<file path="src/include/lscr_pkg.sv">
// Package for the LED sink current control register bank.
// Assumes an upstream two-wire serial decoder that presents byte writes and reads.
package lscr_pkg;
    // Register offsets on the serial register map.
    localparam logic [7:0] LSCR_OFS_DIM = 8'h0A;
    localparam logic [7:0] LSCR_OFS_LAW = 8'h0F;
    localparam logic [7:0] LSCR_OFS_SINK = 8'h10;
    // Values after reset: all zero.
    localparam logic [6:0] LSCR_RST_DIM = 7'h00;
    localparam logic [1:0] LSCR_RST_LAW = 2'h0;
    localparam logic [6:0] LSCR_RST_SINK = 7'h00;
    // Field positions.
    localparam int LSCR_DIM_MSB = 6;
    localparam int LSCR_LAW_MSB = 1;
    localparam int LSCR_SINK_MSB = 6;
    localparam int LSCR_NUM_SINKS = 7;
    // Off-time code meaning continuous on.
    localparam logic [1:0] LSCR_OFF_DISABLED = 2'h0;
    // Fade law encodings.
    typedef enum logic [1:0] {
        LSCR_LAW_LINEAR = 2'h0,
        LSCR_LAW_SQUARE = 2'h1,
        LSCR_LAW_CUBIC10 = 2'h2,
        LSCR_LAW_CUBIC11 = 2'h3
    } lscr_law_e;
endpackage

</file>
<file path="src/verilog/lscr_regs.sv">
// Register bank for dim current, sink fade law and per-sink enables.
// Assumes a serial-bus front end on mclk_i issuing single-cycle write and read strobes.
`timescale 1ns/1ns

module lscr_regs (
    input wire logic mclk_i,
    input wire logic reset_n_i,
    input wire logic wr_en_i,
    input wire logic rd_en_i,
    input wire logic [7:0] addr_i,
    input wire logic [7:0] wdata_i,
    output logic [7:0] rdata_o,
    input wire logic dim_timeout_i,
    input wire logic dim_force_i,
    input wire logic [6:0] bright_code_i,
    input wire logic [13:0] sink_off_time_i,
    output logic [6:0] backlight_code_o,
    output logic square_law_o,
    output logic nonlinear_time_o,
    output logic [1:0] cubic_profile_o,
    output logic [6:0] sink_enable_o,
    output logic [6:0] sink_steady_on_o
);
    import lscr_pkg::*;

    typedef struct packed {
        logic [6:0] dim_current_code;
        logic [1:0] sink_law_select;
        logic [6:0] sink_on;
        logic [7:0] rdata;
        logic [6:0] bl_code;
        logic [6:0] steady;
    } lscr_state_s;

    lscr_state_s cur;
    lscr_state_s next_cur;

    // Per-sink steady check: enabled and off-time disabled.
    function automatic logic [6:0] steady_map(input logic [6:0] en, input logic [13:0] off);
        logic [6:0] r;
        r = '0;
        for (int i = 0; i < LSCR_NUM_SINKS; i++) begin
            r[i] = en[i] && (off[2*i +: 2] == LSCR_OFF_DISABLED);
        end
        return r;
    endfunction

    // Next-state logic; reserved bits are simply not stored, so they read zero.
    always_comb begin
        next_cur = cur;
        if (wr_en_i) begin
            case (addr_i)
                LSCR_OFS_DIM: next_cur.dim_current_code = wdata_i[LSCR_DIM_MSB:0];
                LSCR_OFS_LAW: next_cur.sink_law_select = wdata_i[LSCR_LAW_MSB:0];
                LSCR_OFS_SINK: next_cur.sink_on = wdata_i[LSCR_SINK_MSB:0];
                default: ;
            endcase
        end
        // Unmapped reads return zero rather than stale data.
        if (rd_en_i) begin
            case (addr_i)
                LSCR_OFS_DIM: next_cur.rdata = {1'b0, cur.dim_current_code};
                LSCR_OFS_LAW: next_cur.rdata = {6'h00, cur.sink_law_select};
                LSCR_OFS_SINK: next_cur.rdata = {1'b0, cur.sink_on};
                default: next_cur.rdata = 8'h00;
            endcase
        end
        // Dimmed code wins whenever a timeout or a forced dim is present.
        next_cur.bl_code = (dim_timeout_i || dim_force_i) ? cur.dim_current_code
                                                           : bright_code_i;
        next_cur.steady = steady_map(cur.sink_on, sink_off_time_i);
    end

    // State register.
    always_ff @(posedge mclk_i or negedge reset_n_i) begin
        if (!reset_n_i) begin
            cur.dim_current_code <= LSCR_RST_DIM;
            cur.sink_law_select <= LSCR_RST_LAW;
            cur.sink_on <= LSCR_RST_SINK;
            cur.rdata <= 8'h00;
            cur.bl_code <= 7'h00;
            cur.steady <= 7'h00;
        end else begin
            cur <= next_cur;
        end
    end

    // Law decode: only 00 is linear mapping; the high bit alone picks nonlinear timing.
    assign square_law_o = (cur.sink_law_select != LSCR_LAW_LINEAR);
    assign nonlinear_time_o = cur.sink_law_select[1];
    assign cubic_profile_o = cur.sink_law_select;
    assign sink_enable_o = cur.sink_on;
    assign sink_steady_on_o = cur.steady;
    assign backlight_code_o = cur.bl_code;
    assign rdata_o = cur.rdata;

    // Checks on the register file and its decoded outputs, all on mclk_i.
    // Each write-side check looks one edge after the strobe, when the copy has landed.
    property p_dim_select;
        @(posedge mclk_i) disable iff (!reset_n_i)
        (dim_timeout_i || dim_force_i) |=> backlight_code_o == $past(cur.dim_current_code);
    endproperty
    a_dim_select: assert property (p_dim_select) else $error("dim code not driven");

    property p_linear;
        @(posedge mclk_i) disable iff (!reset_n_i)
        (wr_en_i && addr_i == LSCR_OFS_LAW && wdata_i[1:0] == 2'h0)
            |=> !square_law_o && !nonlinear_time_o;
    endproperty
    a_linear: assert property (p_linear) else $error("law 00 not linear");

    property p_square;
        @(posedge mclk_i) disable iff (!reset_n_i)
        (wr_en_i && addr_i == LSCR_OFS_LAW && wdata_i[1:0] == 2'h1)
            |=> square_law_o && !nonlinear_time_o;
    endproperty
    a_square: assert property (p_square) else $error("law 01 wrong");

    property p_cubic;
        @(posedge mclk_i) disable iff (!reset_n_i)
        nonlinear_time_o |-> square_law_o;
    endproperty
    a_cubic: assert property (p_cubic) else $error("cubic without square map");

    property p_cubic_set;
        @(posedge mclk_i) disable iff (!reset_n_i)
        (wr_en_i && addr_i == LSCR_OFS_LAW && wdata_i[1])
            |=> nonlinear_time_o && cubic_profile_o == $past(wdata_i[1:0]);
    endproperty
    a_cubic_set: assert property (p_cubic_set) else $error("cubic profile wrong");

    property p_sink_write;
        @(posedge mclk_i) disable iff (!reset_n_i)
        (wr_en_i && addr_i == LSCR_OFS_SINK) |=> sink_enable_o == $past(wdata_i[6:0]);
    endproperty
    a_sink_write: assert property (p_sink_write) else $error("sink enables not stored");

    property p_steady;
        @(posedge mclk_i) disable iff (!reset_n_i)
        (sink_enable_o[0] && sink_off_time_i[1:0] == 2'h0 && !wr_en_i)
            |=> sink_steady_on_o[0];
    endproperty
    a_steady: assert property (p_steady) else $error("sink1 not steady on");

    property p_reserved;
        @(posedge mclk_i) disable iff (!reset_n_i)
        (rd_en_i && addr_i == LSCR_OFS_LAW) |=> rdata_o[7:2] == 6'h00;
    endproperty
    a_reserved: assert property (p_reserved) else $error("reserved bits nonzero");

    // Outside a dim, the live code passes through one cycle later.
    property p_bright_pass;
        @(posedge mclk_i) disable iff (!reset_n_i)
        !(dim_timeout_i || dim_force_i) |=> backlight_code_o == $past(bright_code_i);
    endproperty
    a_bright_pass: assert property (p_bright_pass) else $error("bright code not driven");

    // A read of the dim register returns the stored code with bit 7 clear.
    property p_rd_dim;
        @(posedge mclk_i) disable iff (!reset_n_i)
        (rd_en_i && addr_i == LSCR_OFS_DIM) |=> rdata_o == {1'b0, $past(cur.dim_current_code)};
    endproperty
    a_rd_dim: assert property (p_rd_dim) else $error("dim read wrong");

    // A read of the law register returns only the two law bits.
    property p_rd_law;
        @(posedge mclk_i) disable iff (!reset_n_i)
        (rd_en_i && addr_i == LSCR_OFS_LAW) |=> rdata_o == {6'h00, $past(cur.sink_law_select)};
    endproperty
    a_rd_law: assert property (p_rd_law) else $error("law read wrong");

    // The enable register has no eighth sink, so its top bit always reads zero.
    property p_rd_sink;
        @(posedge mclk_i) disable iff (!reset_n_i)
        (rd_en_i && addr_i == LSCR_OFS_SINK) |=> !rdata_o[7];
    endproperty
    a_rd_sink: assert property (p_rd_sink) else $error("sink read bit 7 set");

    // Offsets outside the map must not leak stale data onto the bus.
    property p_rd_unmapped;
        @(posedge mclk_i) disable iff (!reset_n_i)
        (rd_en_i && addr_i != LSCR_OFS_DIM && addr_i != LSCR_OFS_LAW
            && addr_i != LSCR_OFS_SINK) |=> rdata_o == 8'h00;
    endproperty
    a_rd_unmapped: assert property (p_rd_unmapped) else $error("unmapped read nonzero");

    // Enables move only on a write to their own offset.
    property p_sink_hold;
        @(posedge mclk_i) disable iff (!reset_n_i)
        !(wr_en_i && addr_i == LSCR_OFS_SINK) |=> $stable(sink_enable_o);
    endproperty
    a_sink_hold: assert property (p_sink_hold) else $error("sink enables changed");

    // The fade law moves only on a write to its own offset.
    property p_law_hold;
        @(posedge mclk_i) disable iff (!reset_n_i)
        !(wr_en_i && addr_i == LSCR_OFS_LAW) |=> $stable(cubic_profile_o);
    endproperty
    a_law_hold: assert property (p_law_hold) else $error("fade law changed");

    // Sink 7 disabled on one edge is not reported as steady on at the next, whatever its off-time.
    property p_steady_off;
        @(posedge mclk_i) disable iff (!reset_n_i)
        !sink_enable_o[6] |=> !sink_steady_on_o[6];
    endproperty
    a_steady_off: assert property (p_steady_off) else $error("sink7 steady while off");

    // Scenario covers: square and cubic-11 laws, forced dim, all sinks on and a steady sink.

    c_dim: cover property (@(posedge mclk_i) disable iff (!reset_n_i) dim_force_i ##1 1'b1);
    c_cubic11: cover property (@(posedge mclk_i) disable iff (!reset_n_i)
        cubic_profile_o == 2'h3);
    c_all_on: cover property (@(posedge mclk_i) disable iff (!reset_n_i)
        sink_enable_o == 7'h7F);
    c_square: cover property (@(posedge mclk_i) disable iff (!reset_n_i)
        cubic_profile_o == 2'h1);
    c_steady: cover property (@(posedge mclk_i) disable iff (!reset_n_i)
        sink_steady_on_o != 7'h00);
endmodule // lscr_regs

</file>
<file path="config.mk">
export PLATFORM = sky130hd
export DESIGN_NAME = lscr_regs
export DESIGN_NICKNAME = d
export VERILOG_FILES = /design/src/include/lscr_pkg.sv /design/src/verilog/lscr_regs.sv
export SDC_FILE = /design/constraint.sdc
export NUM_CORES = 1
export LEC_CHECK = 0
export ABC_AREA = 1
export BUFFER_PORTS_ARGS = -buffer_cell sky130_fd_sc_hd__buf_2
export CAP_MARGIN = 10
export CORE_MARGIN = 5
export CORE_UTILIZATION = 48
export DETAILED_ROUTE_END_ITERATION = 10
export PLACE_DENSITY = 0.84
export SYNTH_ARGS = -nofsm -noshare
export SYNTH_HDL_FRONTEND = slang
export SYNTH_SLANG_ARGS = --single-unit
</file>
<file path="constraint.sdc">
create_clock -name mclk_i -period 1.02 [get_ports mclk_i]
set_input_delay 0.204 -clock mclk_i [delete_from_list [all_inputs] [get_ports mclk_i]]
set_output_delay 0.204 -clock mclk_i [all_outputs]
set_load 0.1 [all_outputs]
</file>
After elaboration in Yosys (flattened, before gate mapping)
Cells that the tools add are included.
Word-level totals
  input port bits: 43
  flip-flop bits (word level): 38
Cells by class
  mux-type cells: 2
  reduce and logical (&&, ||, !) cells: 19
  equality and inequality tests: 3
Operators with widths (count)
  $pmux 7 s3: 1
  $eq 8x4->1 const B: 2
  $logic_not 2->1: 7
  $eq 8x5->1 const B: 1
  $logic_and 1x1->1: 7
  $mux 7: 1
  $reduce_and 2->1: 3
  $reduce_bool 2->1: 1
  $logic_or 1x1->1: 1

Logic depth before layout (Yosys ltp)
Gate-level depths: netlist of the first run.
  depth after elaboration: 2
  gate-level depth with buffers: 8
  depth with buffers taken out: 7

Worst setup path after synthesis of the first run
Ideal clock, no wire load.
  path type: register -> output
  start point: register cur (netlist bit cubic_profile_o[1])
  end point: output port square_law_o
  path buffers: 0
  slack: -0.705 ns
  stages on the path, launching flop included: 2
  required time: 0.816 ns
  arrival: 1.521 ns
  cell sequence: dfrtp_1 > or2_2
On the way
  word-level cells in the longest chain between the ends: 1
Ends and longest elaborated chain
  from (decl): RTL line lscr_regs.sv:35  | lscr_state_s cur;
  from (signal assigned): RTL line lscr_regs.sv:84  | cur <= next_cur;
  $reduce_bool 2->1: RTL line lscr_regs.sv:89  | assign square_law_o = (cur.sink_law_select != LSCR_LAW_LINEAR);
  to (decl): RTL line lscr_regs.sv:18  | output logic square_law_o,
No other way between the ends.

Final worst setup path of the first run
Ends and elaborated chain as after synthesis.

==> flow_metrics.py, run 1 <==
metrics = {
    "timing": {
        "fmax_mhz": 724,
        "setup_viol": 34,
        "period_share_pct": 135,
        "rsz0062_at_grt": "true",
        "clock_skew_ns": 0.0104,
        "min_period_ns": 1.38,
        "setup_tns_ns": -2.97,
        "fin_ws_ns": -0.361,
        "finalHoldViolations": 0,
        "drv_slew": 0,
    },
    "detailed_routing": {
        "met1_length_um": 1590,
        "drtAntennaViolNets": 0,
        "drt-total-wl_um": 4500,
        "wl_met3_um": 350,
        "met2_wirelength_um": 2430,
        "viasPerCell": 4.77,
        "drc": 0,
        "wl_per_cell_um": 14.0,
        "top_layer_used": "met4",
        "vias": 1530,
        "dr.pass1.iters": 4,
        "drtIter0Drc": 98,
    },
    "critical_path": {
        "critPathBufInv": 1,
        "cp_cell_sequence": "or2_4 -> buf_12",
        "cp.required_ns": 0.82,
        "worstSetupPathType": "flop to primary output",
        "max_stage_delay_ns": 0.48,
        "critPathTopFamily": "flip-flops",
        "endpoint_kind": "primary output",
        "cp-start-kind": "flop",
        "crit_arrival_ns": 1.18,
        "cp_max_fo": 2,
        "cp_slowest_cell": "dfrtp_4",
    },
    "clock_network": {
        "root_buffer": "clkbuf_8",
        "numCtsBuffers": 5,
        "clk_latency_ns": 0.29,
        "clkTransAtPathRegs_ns": 0.07,
        "htreeDepth": 2,
        "cts_tree": "built",
        "clkSinkCount": 37,
        "max-clock-path-buffers": 2,
    },
    "placement": {
        "portBuffers": 73,
        "dpl-instance-area_mm2": 0.00262,
        "dp_worst_setup_slack_ns": -0.186,
        "place_congestion": 0.905,
        "place.detailed.hpwl_um": 3330,
    },
    "synthesis": {
        "avgSynthCellArea_um2": 9.29,
        "syn_nets": 250,
        "synth-seq-cells": 37,
        "synth.largest_area_cell": "dfrtp_1",
        "netlist.area_leader.share_pct": 48.1,
        "yosys.cell_types.count": 22,
        "synthCells": 207,
        "yosysWarnings": 0,
        "synth.area.top_cells": "dfrtp_1, buf_4, nand2_1",
        "synth_seq_area_share_pct": 48.1,
        "syn_area_mm2": 0.00192,
    },
    "power_and_ir_drop": {
        "peakVddDrop_mv": 1.02,
        "p_per_area_mw_per_mm2": 1430,
        "p_sw_share_pct": 30.2,
        "total_leakage_power_nw": 1.46,
        "switchingPower_mw": 1.25,
        "seqPwrFrac_pct": 38.5,
        "clkPwrFrac_pct": 36.8,
        "p_comb_share_pct": 24.7,
        "intPower_mw": 2.90,
    },
    "final_layout": {
        "layout-drive-gt1-share_pct": 51.7,
        "diodes": 0,
        "final_cell_area_mm2": 0.00290,
        "final_core_util_pct": 73.5,
        "nets": 313,
        "syn_to_final_growth_pct": 50.6,
        "final_common_cell": "nand2_1",
        "fill_cells": 253,
        "most-common-layout-cells": "nand2_1, buf_2, buf_12, dfrtp_1, inv_1",
    },
    "grt": {
        "grt_usage_pct": 17.6,
        "grt_max_degree": 18,
        "grt_pass1_wl_um": 7000,
        "grt_overflow": 0,
        "grt_antenna_before_repair": 0,
        "grt_pass1_vias": 1557,
    },
    "die": {
        "dieArea_mm2": 0.00537,
        "io_pins": 76,
        "row_count": 23,
        "die_w_um": 73.3,
        "die_h_um": 73.3,
        "initial_core_util_pct": 48.8,
        "coreArea_mm2": 0.00394,
    },
    "job": {
        "maxCapViolCount": 0,
    },
    "min_path": {
        "hold_path.class": "primary input to flop",
    },
    "outcome": {
        "outcome": "finished, violations left",
        "violations": "setup timing",
    },
}
## cells in the mapped netlist
cell      count
nor2_4        3
or2_2         1
buf_4        31
o21ai_1       4
nor2_1        2
nand3_1      14
inv_1        20
clkbuf_1      1
dfrtp_1      37
buf_2         1
nand2_4       2
buf_8         1
nand2_1      42
nand3_4       1
nand2_2       8
o21ai_0      14
buf_6         1
nor3b_1       7
inv_2         4
nor2_8        2
conb_1        1
o21ai_2      10
## per-layer routing
metal | track usage [%] | up-vias
met5 | 0 | -
met4 | 8.65 | 0
met3 | 4.65 | 13
met2 | 30.6 | 63
met1 | 19.8 | 711
li1 | - | 743
## stage by stage
stage	cells	hold slack, ns	total power [mW]
2_1_floorplan	207	-0.0916	2.25
3_3_place_gp	302	0.0924	2.58
3_5_place_dp	302	0.0936	2.60
4_1_cts	319	0.0512	4.16
5_1_grt	321	0.0422	4.27
6_report	321	0.0551	4.15
## power groups by stage
stage          Clock [mW]  Sequential [mW]  Combinational [mW]
2_1_floorplan           0             1.61               0.643
3_3_place_gp            0             1.63               0.951
3_5_place_dp            0             1.63               0.969
4_1_cts              1.54             1.60                1.02
5_1_grt              1.59             1.61                1.07
6_report             1.53             1.60                1.02
## repair_timing
item	in CTS	in global routing
hold buffers	1	0
pin swaps	0	2
resized for setup	10	7
endpoints found under the hold margin	9	0
setup buffers	8	1
endpoints found under the setup margin	33	38
cloned	0	1
## flip-flops by register name, summed over array words and instances, names as in the netlist
register	cells
backlight_code_o	7
sink_enable_o	7
sink_steady_on_o	7
rdata_o	7
cur	7
cubic_profile_o	2
## cells by family after synthesis
| kind of cell | after synthesis | synth area share, % |
|---|---|---|
| and+or+nand+nor | 82 | 23.8 |
| buffers and inverters | 59 | 18.6 |
| DFF | 37 | 48.1 |
| AOI/OAI and AO/OA | 28 | 9.24 |
| other | 1 | 0.195 |
## path summary, 6_finish.rpt
path                                    startpoint             endpoint  slack [ns]  depth (start not counted)
worst max-delay path            cubic_profile_o[1]         square_law_o       -0.36                          2
worst min-delay path            sink_off_time_i[9]  sink_steady_on_o[4]        0.06                          2
worst max register to register  cubic_profile_o[0]           rdata_o[0]       -0.02                          6
worst min register to register             cur[34]              cur[34]        0.54                          2
max in group asynchronous                reset_n_i     sink_enable_o[5]        0.26                          3
min in group asynchronous                reset_n_i           rdata_o[2]        0.33                          2
## cell type report
cell class	count	area (µm²)	share of cell area, %
timing repair buffer	90	996	34.4
sequential	37	937	32.4
tap	50	62.6	2.16
multi-input combinational	112	673	23.2
clock buffer	5	68.8	2.38
inverter	24	90.1	3.11
clock inverter	3	68.8	2.38
(Power assumes the default switching activity.)
==> run 2, diff against run 1 <==
--- a/config.mk
+++ b/config.mk
@@ -8,9 +8,11 @@
 export ABC_AREA = 1
 export BUFFER_PORTS_ARGS = -buffer_cell sky130_fd_sc_hd__buf_2
 export CAP_MARGIN = 10
+export CORE_ASPECT_RATIO = 0.9
 export CORE_MARGIN = 5
 export CORE_UTILIZATION = 48
 export DETAILED_ROUTE_END_ITERATION = 10
+export GPL_ROUTABILITY_DRIVEN = 0
 export PLACE_DENSITY = 0.84
 export SYNTH_ARGS = -nofsm -noshare
 export SYNTH_HDL_FRONTEND = slang
==> flow_metrics.py, run 2 (same netlist as run 1, synthesis figures left out) <==
metrics = {
    "critical_path": {
        "cp.required_ns": 0.82,
        "cp-start-kind": "flop",
        "crit_arrival_ns": 1.18,
        "endpoint_kind": "primary output",
        "r2r_setup_slack_ns": -0.02,
        "r2r-start": "cubic_profile_o[1]",
        "cp_max_fo": 2,
        "worstSetupPathType": "flop to primary output",
        "r2r_end": "rdata_o[1]",
        "rr_worst_depth": 5,
    },
    "min_path": {
        "hold_end": "sink_steady_on_o[0]",
        "hold_path.class": "primary input to flop",
        "hp-start": "sink_off_time_i[1]",
        "holdPathStages": 2,
    },
    "placement": {
        "place.detailed.hpwl_um": 3280,
        "dp.cells": 298,
        "portBuffers": 73,
        "dp_worst_setup_slack_ns": -0.197,
        "dpl-instance-area_mm2": 0.00264,
    },
    "die": {
        "coreArea_mm2": 0.00378,
        "initial_core_util_pct": 50.8,
        "die_w_um": 76.7,
        "io_pins": 76,
        "die_h_um": 70.1,
        "dieArea_mm2": 0.00537,
        "row_count": 21,
    },
    "final_layout": {
        "final_common_cell": "nand2_1",
        "fill_cells": 259,
        "diodes": 0,
        "final_core_util_pct": 76.1,
        "most-common-layout-cells": "nand2_1, buf_2, buf_12, dfrtp_1, inv_1",
        "stdcell_count": 317,
        "syn_to_final_growth_pct": 49.7,
        "nets": 314,
        "layout-drive-gt1-share_pct": 51.7,
        "multi_input_area_um2": 671,
        "final_cell_area_mm2": 0.00288,
        "regArea_um2": 935,
    },
    "timing": {
        "fin_ws_ns": -0.369,
        "min_period_ns": 1.39,
        "timing.hold.ws_ns": 0.0571,
        "period_share_pct": 136,
        "clock_skew_ns": 0.00307,
        "fmax_mhz": 720,
        "rsz0062_at_grt": "true",
        "finalHoldViolations": 0,
        "drv_slew": 0,
        "setup_tns_ns": -2.86,
        "setup_viol": 33,
    },
    "detailed_routing": {
        "vias": 1512,
        "drt-total-wl_um": 4320,
        "drc": 0,
        "drtIter0Drc": 95,
        "dr.pass1.iters": 5,
        "wl_per_cell_um": 13.6,
        "viasPerCell": 4.77,
        "drtAntennaViolNets": 0,
    },
    "clock_network": {
        "clk_latency_ns": 0.29,
        "htreeDepth": 2,
        "numCtsBuffers": 5,
        "root_buffer": "clkbuf_8",
        "clkSinkCount": 37,
        "max-clock-path-buffers": 2,
        "clkTransAtPathRegs_ns": 0.07,
        "cts_tree": "built",
    },
    "grt": {
        "grt_usage_pct": 17.4,
        "grt_antenna_before_repair": 0,
        "grt_pass1_vias": 1606,
        "grt_max_degree": 38,
        "grt_pass1_wl_um": 7450,
        "grt_overflow": 0,
    },
    "power_and_ir_drop": {
        "p_per_area_mw_per_mm2": 1270,
        "power_mw": 3.66,
        "total_leakage_power_nw": 1.45,
        "peakVddDrop_mv": 0.810,
    },
    "outcome": {
        "outcome": "finished, violations left",
        "violations": "setup timing",
    },
    "job": {
        "maxCapViolCount": 0,
    },
}
[run 2: changes by cell type in the layout (fill, tap and decap cells not counted)]
cell,delta
clkinvlp_4,+1
dfrtp_1,+2
o21ai_2,+1
o21ai_0,-2
dfrtp_2,-2
o21ai_1,+1
nand3_2,+1
clkbuf_8,+1
inv_6,-1
bufinv_16,-2
buf_12,+2
nor2_4,-1
nand3_1,-1
[run 2: metal layers]
metal  vias up  routed length [µm]  GRT usage, %
met5         -                   0             0
met3         6                 374          8.10
li1        742                   -             -
met2        53                2290          28.9
met1       711                1610          19.9
met4         0                  57          5.05
[run 2: worst max-delay path, stage by stage, from the launching register on]
cell     delay, ns
dfrtp_4       0.48
or2_4         0.25
buf_12        0.17
[run 2: worst max path at each step]
stage / start / end / slack [ns]
6_report: cubic_profile_o[1] / square_law_o / -0.37
3_5_place_dp: addr_i[2] / cur[32] / -0.20
4_1_cts: cubic_profile_o[1] / square_law_o / -0.37
3_3_place_gp: cubic_profile_o[1] / square_law_o / -0.14
2_1_floorplan: cubic_profile_o[1] / square_law_o / -0.20
5_1_grt: cubic_profile_o[1] / square_law_o / -0.41
[run 2: what timing repair did]
action                                  4_1_cts  5_1_grt
hold buffers                                  1        0
gates resized for setup                       8       11
pin swaps                                     0        2
endpoints found under the setup margin       33       37
buffers inserted                              9        2
endpoints found under the hold margin        37        0
[run 2: area by class of cell]
cell class	count	area share [%]
Timing Repair Buffer	92	36.0
Sequential cell	37	32.5
Multi-Input combinational cell	111	23.3
Inverter	24	3.13
Clock buffer	6	2.87
Tap cell	46	2.00
Clock inverter	1	0.261
[run 2: power by group]
part,internal (mW),switching (mW)
Sequential,1.54,0.0540
Combinational,0.375,0.649
Clock,0.533,0.505
Total,2.45,1.21
